`src/hw/atgb_pkg.sv`:
```
/*
 * atgb_pkg: constants, register map, band table and state layout for the
 * automatic temperature gain band tracker.
 * Assumes a 32-bit APB register bus and one 50 MHz clock.
 */
package atgb_pkg;

    ////////////////////////////////////////////////////////////////////////////
    // register byte offsets
    localparam logic [7:0] ADDR_CTRL = 8'h00;     // enables
    localparam logic [7:0] ADDR_FILT = 8'h04;     // filter count limit
    localparam logic [7:0] ADDR_TLOW = 8'h08;     // low threshold
    localparam logic [7:0] ADDR_THIGH = 8'h0C;    // high threshold
    localparam logic [7:0] ADDR_RGAIN = 8'h10;    // room gain code
    localparam logic [7:0] ADDR_DELTA = 8'h14;    // hot and cold deltas
    localparam logic [7:0] ADDR_ROFF = 8'h18;     // room offset code
    localparam logic [7:0] ADDR_STAT = 8'h1C;     // status
    localparam logic [7:0] ADDR_GOUT = 8'h20;     // applied gain code

    // field positions
    localparam int CTRL_AUTO_BIT = 0;             // automatic gain enable
    localparam int STAT_CAL_BIT = 8;              // recalibration flag
    localparam int STAT_CNT_LSB = 16;             // filter counter
    localparam int DELTA_COLD_LSB = 8;            // cold delta field

    // widths
    localparam int GAIN_W = 10;
    localparam int OFF_W = 8;
    localparam int DELTA_W = 5;
    localparam int CNT_W = 3;
    localparam int POS_W = 4;

    ////////////////////////////////////////////////////////////////////////////
    // band table, position 0 is the coldest band, 14 the hottest
    localparam logic [POS_W-1:0] POS_ROOM = 4'h5;
    localparam logic [POS_W-1:0] POS_MAX = 4'hE;
    localparam logic [POS_W-1:0] HOT_STEPS = 4'h8;
    localparam logic [POS_W-1:0] COLD_STEPS = 4'h4;
    localparam logic [7:0] BAND_LOW [15] = '{8'h00, 8'h6B, 8'h73, 8'h7A, 8'h82,
        8'h8A, 8'h92, 8'h98, 8'h9E, 8'hA4, 8'hAA, 8'hB1, 8'hB7, 8'hBD, 8'hC3};
    localparam logic [7:0] BAND_HIGH [15] = '{8'h73, 8'h7A, 8'h82, 8'h8A, 8'h92,
        8'h98, 8'h9E, 8'hA4, 8'hAA, 8'hB1, 8'hB7, 8'hBD, 8'hC3, 8'hC9, 8'hFF};

    // reset values
    localparam logic [GAIN_W-1:0] RST_GAIN = 10'h200;
    localparam logic [OFF_W-1:0] RST_OFF = 8'h00;
    localparam logic [CNT_W-1:0] RST_LIMIT = 3'h0;

    ////////////////////////////////////////////////////////////////////////////
    // complete state of the tracker
    typedef struct packed {
        logic auto_gain_comp_enable;              // automatic mode
        logic [CNT_W-1:0] filter_count_limit;     // configured limit
        logic [7:0] low_threshold_reg;            // band low threshold
        logic [7:0] high_threshold_reg;           // band high threshold
        logic [GAIN_W-1:0] room_gain_code;        // factory room gain
        logic [DELTA_W-1:0] hot_gain_delta;       // signed hot delta
        logic [DELTA_W-1:0] cold_gain_delta;      // signed cold delta
        logic [OFF_W-1:0] room_offset_code;       // fixed offset code
        logic [POS_W-1:0] band_pos;               // current band
        logic [CNT_W-1:0] filt_cnt;               // filter counter
        logic cal_flag;                           // recalibration request
        logic [GAIN_W-1:0] gain_code;             // applied gain
        logic [31:0] prdata;                      // read data
        logic pslverr;                            // unmapped access
    } atgb_state_s;

endpackage : atgb_pkg

```
`src/hw/atgb_top.sv`:
```
/*
 * atgb_top: automatic temperature gain band tracker with APB registers.
 * Assumes chip temperature results arrive on the same clock as one-cycle
 * valid pulses, and that the gain and offset codes feed the chain directly.
 */
// The APB register port and the address map were left to the implementer.
`timescale 1ns/1ns
module atgb_top
    import atgb_pkg::*;
#(
    parameter int TEMP_W = 16                     // chip temperature width
)(
    input wire logic pclk,                        // system clock
    input wire logic presetn,                     // async reset, active low
    input wire logic psel,                        // apb select
    input wire logic penable,                     // apb access phase
    input wire logic pwrite,                      // apb direction
    input wire logic [7:0] paddr,                 // apb byte address
    input wire logic [31:0] pwdata,               // apb write data
    output logic [31:0] prdata,                   // apb read data
    output logic pready,                          // apb ready
    output logic pslverr,                         // apb error
    input wire logic temp_valid,                  // new chip temperature
    input wire logic [TEMP_W-1:0] chip_temp_result, // chip temperature
    output logic [atgb_pkg::GAIN_W-1:0] gain_code,  // applied gain code
    output logic [atgb_pkg::OFF_W-1:0] offset_code, // applied offset code
    output logic cal_request                      // recalibration request
);
    import atgb_pkg::*;

    ////////////////////////////////////////////////////////////////////////////
    // elaboration check
    generate
        if (TEMP_W < 8)
        begin : g_bad_width
            $error("chip temperature narrower than one byte");
        end
    endgenerate

    ////////////////////////////////////////////////////////////////////////////
    // gain for a band position
    function automatic logic [GAIN_W-1:0] band_gain(
        input logic [POS_W-1:0] pos,
        input logic [GAIN_W-1:0] room,
        input logic [DELTA_W-1:0] hot,
        input logic [DELTA_W-1:0] cold
    );
        logic [POS_W-1:0] k;
        logic signed [10:0] prod;
        logic signed [11:0] sum;
        k = 4'h0;
        prod = 11'sh000;
        if (pos > POS_ROOM)
        begin
            // eighths of hot delta, full at the last step
            k = ((pos - POS_ROOM) > HOT_STEPS) ? HOT_STEPS : pos - POS_ROOM;
            prod = 11'($signed(hot) * $signed({1'b0, k})) >>> 3;
        end
        else if (pos < POS_ROOM)
        begin
            // quarters of cold delta, full at the last step
            k = ((POS_ROOM - pos) > COLD_STEPS) ? COLD_STEPS : POS_ROOM - pos;
            prod = 11'($signed(cold) * $signed({1'b0, k})) >>> 2;
        end
        sum = $signed({2'b00, room}) + 12'(prod);
        // clamp to the code range
        if (sum < 0)
            band_gain = '0;
        else if (sum > 12'sd1023)
            band_gain = '1;
        else
            band_gain = sum[GAIN_W-1:0];
    endfunction : band_gain

    ////////////////////////////////////////////////////////////////////////////
    // state
    atgb_state_s st;                              // registered state
    atgb_state_s next_st;                         // next state
    logic wr_en;                                  // write access phase
    logic rd_setup;                               // read setup phase
    logic [7:0] temp_hi;                          // compared byte
    logic above;                                  // over high threshold
    logic below;                                  // under low threshold
    logic [CNT_W:0] cnt_inc;                      // counter plus one
    logic filt_event;                             // threshold event
    logic [POS_W-1:0] new_pos;                    // band after event

    // apb decode and the shared threshold compare
    assign wr_en = psel & penable & pwrite;
    assign rd_setup = psel & ~penable;
    assign temp_hi = chip_temp_result[TEMP_W-1 -: 8];
    assign above = temp_hi > st.high_threshold_reg;
    assign below = temp_hi < st.low_threshold_reg;
    assign cnt_inc = {1'b0, st.filt_cnt} + 4'h1;

    ////////////////////////////////////////////////////////////////////////////
    // next state
    always_comb
    begin
        next_st = st;
        filt_event = 1'b0;
        new_pos = st.band_pos;
        // filter counter shared by both modes
        if (temp_valid)
        begin
            if (above || below)
            begin
                if (cnt_inc > {1'b0, st.filter_count_limit})
                begin
                    filt_event = 1'b1;
                    next_st.filt_cnt = '0;
                end
                else
                    next_st.filt_cnt = cnt_inc[CNT_W-1:0];
            end
            else if (st.filt_cnt != '0)
                next_st.filt_cnt = st.filt_cnt - 3'h1;
        end
        // software writes
        if (wr_en)
        begin
            if (paddr == ADDR_CTRL)
            begin
                next_st.auto_gain_comp_enable = pwdata[CTRL_AUTO_BIT];
                // entering auto mode starts from the room band
                if (pwdata[CTRL_AUTO_BIT] && !st.auto_gain_comp_enable)
                begin
                    next_st.band_pos = POS_ROOM;
                    next_st.low_threshold_reg = BAND_LOW[POS_ROOM];
                    next_st.high_threshold_reg = BAND_HIGH[POS_ROOM];
                    next_st.filt_cnt = '0;
                end
            end
            else if (paddr == ADDR_FILT)
                next_st.filter_count_limit = pwdata[CNT_W-1:0];
            else if (paddr == ADDR_TLOW && !st.auto_gain_comp_enable)
                next_st.low_threshold_reg = pwdata[7:0];
            else if (paddr == ADDR_THIGH && !st.auto_gain_comp_enable)
                next_st.high_threshold_reg = pwdata[7:0];
            else if (paddr == ADDR_RGAIN)
                next_st.room_gain_code = pwdata[GAIN_W-1:0];
            else if (paddr == ADDR_DELTA)
            begin
                next_st.hot_gain_delta = pwdata[DELTA_W-1:0];
                next_st.cold_gain_delta = pwdata[DELTA_COLD_LSB +: DELTA_W];
            end
            else if (paddr == ADDR_ROFF)
                next_st.room_offset_code = pwdata[OFF_W-1:0];
            else if (paddr == ADDR_STAT && pwdata[STAT_CAL_BIT])
                next_st.cal_flag = 1'b0;
        end
        // threshold event: band step in auto mode, request otherwise
        if (filt_event)
        begin
            if (st.auto_gain_comp_enable)
            begin
                if (above && st.band_pos != POS_MAX)
                    new_pos = st.band_pos + 4'h1;
                else if (below && st.band_pos != '0)
                    new_pos = st.band_pos - 4'h1;
                next_st.band_pos = new_pos;
                // overlapping neighbour thresholds loaded with the step
                next_st.low_threshold_reg = BAND_LOW[new_pos];
                next_st.high_threshold_reg = BAND_HIGH[new_pos];
            end
            else
                next_st.cal_flag = 1'b1;
        end
        // gain follows the band; manual mode applies the room code
        if (next_st.auto_gain_comp_enable)
            next_st.gain_code = band_gain(next_st.band_pos, next_st.room_gain_code,
                next_st.hot_gain_delta, next_st.cold_gain_delta);
        else
            next_st.gain_code = next_st.room_gain_code;
        // read data prepared in the setup phase
        next_st.prdata = '0;
        next_st.pslverr = 1'b0;
        if (rd_setup)
        begin
            if (paddr == ADDR_CTRL)
                next_st.prdata[CTRL_AUTO_BIT] = st.auto_gain_comp_enable;
            else if (paddr == ADDR_FILT)
                next_st.prdata[CNT_W-1:0] = st.filter_count_limit;
            else if (paddr == ADDR_TLOW)
                next_st.prdata[7:0] = st.low_threshold_reg;
            else if (paddr == ADDR_THIGH)
                next_st.prdata[7:0] = st.high_threshold_reg;
            else if (paddr == ADDR_RGAIN)
                next_st.prdata[GAIN_W-1:0] = st.room_gain_code;
            else if (paddr == ADDR_DELTA)
            begin
                next_st.prdata[DELTA_W-1:0] = st.hot_gain_delta;
                next_st.prdata[DELTA_COLD_LSB +: DELTA_W] = st.cold_gain_delta;
            end
            else if (paddr == ADDR_ROFF)
                next_st.prdata[OFF_W-1:0] = st.room_offset_code;
            else if (paddr == ADDR_STAT)
            begin
                next_st.prdata[POS_W-1:0] = st.band_pos;
                next_st.prdata[STAT_CAL_BIT] = st.cal_flag;
                next_st.prdata[STAT_CNT_LSB +: CNT_W] = st.filt_cnt;
            end
            else if (paddr == ADDR_GOUT)
                next_st.prdata[GAIN_W-1:0] = st.gain_code;
            else
                next_st.pslverr = 1'b1;
        end
        else if (psel)
        begin
            // hold the answer through the access phase
            next_st.prdata = st.prdata;
            next_st.pslverr = st.pslverr;
        end
    end

    ////////////////////////////////////////////////////////////////////////////
    // state register
    always_ff @(posedge pclk or negedge presetn)
    begin
        if (!presetn)
        begin
            st <= '0;
            st.filter_count_limit <= RST_LIMIT;
            st.low_threshold_reg <= BAND_LOW[POS_ROOM];
            st.high_threshold_reg <= BAND_HIGH[POS_ROOM];
            st.room_gain_code <= RST_GAIN;
            st.room_offset_code <= RST_OFF;
            st.band_pos <= POS_ROOM;
            st.gain_code <= RST_GAIN;
        end
        else
            st <= next_st;
    end

    ////////////////////////////////////////////////////////////////////////////
    // outputs
    assign prdata = st.prdata;
    assign pslverr = st.pslverr & psel & penable;
    assign pready = psel & penable;
    assign gain_code = st.gain_code;
    assign offset_code = st.room_offset_code;
    assign cal_request = st.cal_flag & ~st.auto_gain_comp_enable;
endmodule : atgb_top

```
`config.mk`:
```
export PLATFORM = sky130hd
export DESIGN_NAME = atgb_top
export DESIGN_NICKNAME = d
export VERILOG_FILES = /design/src/hw/atgb_pkg.sv /design/src/hw/atgb_top.sv
export SDC_FILE = /design/constraint.sdc
export NUM_CORES = 1
export LEC_CHECK = 0
export BUFFER_PORTS_ARGS = -buffer_cell sky130_fd_sc_hd__buf_2
export CORE_ASPECT_RATIO = 2
export CORE_MARGIN = 3
export CORE_UTILIZATION = 55
export CTS_CLUSTER_DIAMETER = 60
export CTS_CLUSTER_SIZE = 10
export DETAILED_ROUTE_END_ITERATION = 8
export GPL_TIMING_DRIVEN = 0
export PLACE_DENSITY = 0.86
export RECOVER_POWER = 25
export SLEW_MARGIN = 25
export SYNTH_ARGS = -nofsm -noshare
export SYNTH_HDL_FRONTEND = slang
export SYNTH_SLANG_ARGS = --single-unit
```
`constraint.sdc`:
```
create_clock -name pclk -period 10 [get_ports pclk]
set_clock_uncertainty 0.2 [all_clocks]
set_input_delay 0 -clock pclk [delete_from_list [all_inputs] [get_ports pclk]]
set_output_delay 0 -clock pclk [all_outputs]
set_load 0.02 [all_outputs]
```
-- Word-level counts from Yosys, hierarchy flattened
Memory sizes are Yosys's and may differ from the RTL's.
Index checks and enable logic that the tools add are counted.
- register bits: 99
- ROM bits: 256
- logic and storage cells: 188
- memories: 2
- add/subtract/negate cells: 7
- $mul: 2
- $lt $le $gt $ge: 10
- eq/ne operators: 10
- multiplexer cells: 115
- bitwise gates (word level): 15
- reduce and logical (&&, ||, !) cells: 13
- memories (memory ; depth ; width ; rd ports ; clocked after Yosys merged registers in ; wr ports ; line ; source):
    (name not given) ; 16 ; 8 ; 1 ; 0 ; 0 ; atgb_top.sv:164 ; next_st.high_threshold_reg = BAND_HIGH[new_pos];
    (name not given) ; 16 ; 8 ; 1 ; 0 ; 0 ; atgb_top.sv:163 ; next_st.low_threshold_reg = BAND_LOW[new_pos];
- operator list (kind ; count):
    10-bit two-way mux ; 17
    8-bit two-way mux ; 18
    16-bit two-way mux ; 4
    3-bit two-way mux ; 20
    28-bit two-way mux ; 2
    56-bit two-way mux ; 1
    44-bit two-way mux ; 1
    4-bit two-way mux ; 10
    36-bit two-way mux ; 1
    11-bit two-way mux ; 3
    33-bit two-way mux ; 1
    8-bit by 5-bit == test with 1-bit output, second input constant ; 4
    1-bit two-way mux ; 26
    5-bit by 5-bit multiplier with 10-bit output ; 2
    18-bit two-way mux ; 1
    8-bit by 4-bit == test with 1-bit output, second input constant ; 2
    5-bit two-way mux ; 3
    14-bit two-way mux ; 1
    7-bit two-way mux ; 2
    13-bit two-way mux ; 1
    11-bit by 11-bit adder with 12-bit output ; 1
    12-bit by 11-bit > comparator with 1-bit output, second input constant ; 1
    12-bit by 1-bit less-than comparator with 1-bit output, second input constant ; 1
    12-bit two-way mux ; 1
    other kinds (29) ; 48

-- Depth between registers and ports, before layout
- word-level depth: 27
- depth in mapped cells: 43
- gate-level depth less buffers: 42

-- Worst setup path before layout
No wires, ideal clock.
- path type: reg-to-reg
- start: register st[44] (netlist bit)
- end: register gain_code[0] (netlist name)
- arrival time: 8566 ps
- required time: 9658 ps
- setup slack: 1092 ps
- cell stages (with the launch flop): 42
- path buffers: 2
- clock period less this slack: 8908 ps
- cells stage by stage: dfrtp_1 > inv_1 > ha_1 > ha_1 > nor2b_1 > o21ai_0 > nand2b_1 > a32oi_1 > or3_1 > buf_2 > buf_1 > nor2_1 > nor3_1 > a21oi_1 > ha_1 > or3_1 > a21oi_2 > nor2_1 > [... 6 more ...] > a21oi_1 > o21bai_1 > a21oi_1 > o21bai_1 > a21oi_1 > xnor2_1 > nor3b_1 > mux2i_1 > nand2_1 > ha_1 > a21o_1 > a21o_1 > and2_1 > or2_2 > nand3_1 > mux2i_1 > nor3_4 > o22ai_1
- RTL lines (what ; line ; source):
    start, declared ; atgb_top.sv:77 ; atgb_state_s st;
    start signal, assigned ; atgb_top.sv:232 ; st <= next_st;

==> results.ini <==
[global_route]
grt_util_met2_pct = 53.8
globalRouteMet3Util_pct = 4.63
antenna_found_initial = 0
grt_pass1_wl_mm = 36.2
grt_pass1_vias = 7312
grt.total_usage_pct = 29.0
gr-max-usage-layer = met2
met1_usage_pct = 26.9
grt_remaining_overflow = 0
grt_max_degree = 45

[cells_and_area]
final_cell_mix = inv_1 (106), ha_1 (78), dfrtp_1 (72), nor2_1 (61), nand2_1 (54)
fin_nets = 1172
area_growth_pct = 16.3
layout_commonest_cell = inv_1
antennaDiodeCount = 0
num-fill-cells = 1126
postLayoutCoreUtil_pct = 65.7
layout-drive-gt1-share_pct = 17.6

[timing]
setup_viol = 0
post-route-min-period_ns = 9.56
drv_slew = 32
setup_slack_ns = 0.437
finalHoldViolCount = 0
worst_pin_slew_ns = 1.87
max_freq_ghz = 0.105
slew_headroom_pct = -24.8
fin_crit_sh_pct = 95.6

[place]
place_ws_ns = -0.435
hpwlAfterDp_mm = 17.9
port_buffers = 68
place_congestion = 1.03

[critical_path]
max_stage_delay_ns = 0.51
crit_type = reg2reg
rrSetupSlack_ns = 0.44
cp-end-kind = flop
crit_slowest_cell = fa_1
path_common_cell = ha_1
r2r-start = st[45]$_DFF_PN0_
startpoint = st[45]$_DFF_PN0_
crit_fanout = 10
required_ns = 10.05
critPathArrivalTime_ns = 9.61
cp-start-kind = flop

[clocking]
htree_levels = 3
cts.sinks = 83
tritoncts.num_buffers = 9
cts_tree = done
insertion_delay_ns = 0.35
clockBufferDepth = 2
clk_pin_slew_ns = 0.07
clock-root-buffer = clkbuf_16

[synthesis]
seq_area_frac_synth_pct = 26.5
synth_edf_count = 0
synth.ff_latch_count = 83
synth_area_per_cell_um2 = 8.95
synth_cell_types = 92
synth_area_um2 = 7890
yosysWarnings = 0
syn_inst = 881
async_reset_ff_share_pct = 100
ys.flop_type = dfrtp_1

[worst_hold_path]
hold_class = in2reg
min_from = paddr[3]

[floorplanning]
rows = 61
initial_utilization_pct = 56.5
dieWidth_um = 90.7
die_h_um = 175
fp.dieArea_um2 = 15900
core_region_area_um2 = 14000
io_pins = 115

[route]
drt-total-wl_mm = 22.9
vias = 7119
ant_nets = 0
wl_per_cell_um = 19.0
drcViolationCount = 0
dr.pass1.iters = 5
drt-initial-drc-count = 553
vias_per_cell = 5.92

[power_and_ir_drop]
p_leak_nw = 4.83
power_density_nw_per_um2 = 137
power.total_mw = 1.26
irDropWorstVdd_mv = 0.0949

[run_status]
violations = capacitance limit, slew limit
status = complete, but fails checks

[flow_run]
maxCapViolCount = 1

[worst max-delay path: cells and delay by family (launching register included)]
kind | cells | cell delay, ns
buffers and inverters | 6 | 0.85
xor gates and xnor gates | 1 | 0.13
muxes | 2 | 0.39
AOI/OAI and AO/OA | 13 | 2.42
and+or+nand+nor | 12 | 2.19
DFF | 1 | 0.49
adders and majority gates | 8 | 2.76
[cell type report]
type | instances | area (um^2) | share of cell area [%]
inverter | 107 | 402 | 4.38
sequential | 83 | 2090 | 22.8
tap | 189 | 236 | 2.58
clock buffer | 10 | 229 | 2.50
clock inverter | 6 | 50.0 | 0.546
timing repair buffer | 97 | 611 | 6.66
multi-input combinational | 638 | 5070 | 55.3
buffer | 73 | 479 | 5.23
[through the flow]
stage,instance area (um^2),setup TNS (ns),hold slack (ns),cells
after floorplan,7960,0,-0.496,901
after global placement,8540,-1.35,0.0839,1158
after detailed placement,8560,-4.00,-0.198,1159
after CTS,9080,0,0.0281,1198
after global routing,9170,-1.85,0.0637,1203
final,9170,0,0.0331,1203
[report_power, final]
| group | switching, mW | total [mW] | internal (mW) |
|---|---|---|---|
| logic | 0.345 | 0.553 | 0.207 |
| registers | 0.0279 | 0.391 | 0.363 |
| clock network | 0.146 | 0.317 | 0.171 |
| total | 0.518 | 1.26 | 0.742 |
[repair_timing]
| action | in CTS | in global routing |
|---|---|---|
| hold buffers | 23 | 0 |
| pin swaps | 0 | 2 |
| setup buffers | 0 | 5 |
| endpoints found under the setup margin | 10 | 10 |
| cloned | 0 | 0 |
| gates resized for setup | 4 | 12 |
| endpoints found under the hold margin | 134 | 0 |
[cell usage after synthesis (all sizes together), types with 5 or more instances]
master  number  area (um^2)
buf         58          419
a22o        12          105
nand3       14         75.1
nor2        63          236
mux2        13          146
clkbuf      15         57.6
mux2i       40          429
a222oi       5         50.1
nor2b        9         56.3
o21ai       38          205
xor2        11         96.3
nand2b       8         50.1
dfstp       10          263
a21o        12         90.1
and3        12         75.1
ha          78          976
nor3b        5         37.5
nor4         5         52.6
nand2       55          209
o211ai       6         50.1
xnor2       20          183
nor3        26          146
and2         6         40.0
o22ai       26          163
nand4        6         43.8
a211oi      10         80.1
a21oi       43          223
a31oi        8         56.3
inv        107          402
fa          23          460
or2          5         31.3
dfrtp       73         1830
[kinds of logic after synthesis]
group / count (synthesis) / share of synthesized area [%]
flip-flops: 83 / 26.5
buffers and inverters: 180 / 11.1
multiplexers: 54 / 7.58
adder cells (fa/ha/maj): 101 / 18.2
other: 2 / 0.0952
AND/OR/NAND/NOR: 225 / 14.4
AO/OA/AOI/OAI: 205 / 18.5
XOR/XNOR: 31 / 3.54
[routing by layer]
metal	wire length, um	vias up	share of wire [%]
li1	-	3283	-
met1	7350	3341	32
met3	1370	133	6.0
met2	11800	362	52
met4	2350	0	10
met5	0	-	0
[path summary, 6_finish.rpt]
kind                            cells after the start                         end
worst max-delay path                               42      gain_code[5]$_DFF_PN0_
worst min-delay path                                4       prdata[4]$_DFFE_PN0P_
worst max register to register                     42      gain_code[5]$_DFF_PN0_
worst min register to register                      2       prdata[2]$_DFFE_PN0P_
max in group asynchronous                           4       prdata[3]$_DFFE_PN0P_
min in group asynchronous                           3  offset_code[3]$_DFFE_PN0P_
[sequential cells by signal, indices dropped and copies added, names as in the netlist]
| register | flops |
|---|---|
| gain_code | 10 |
| offset_code | 8 |
| prdata | 16 |
| st | 49 |
Power figures use the tool's default switching activity.
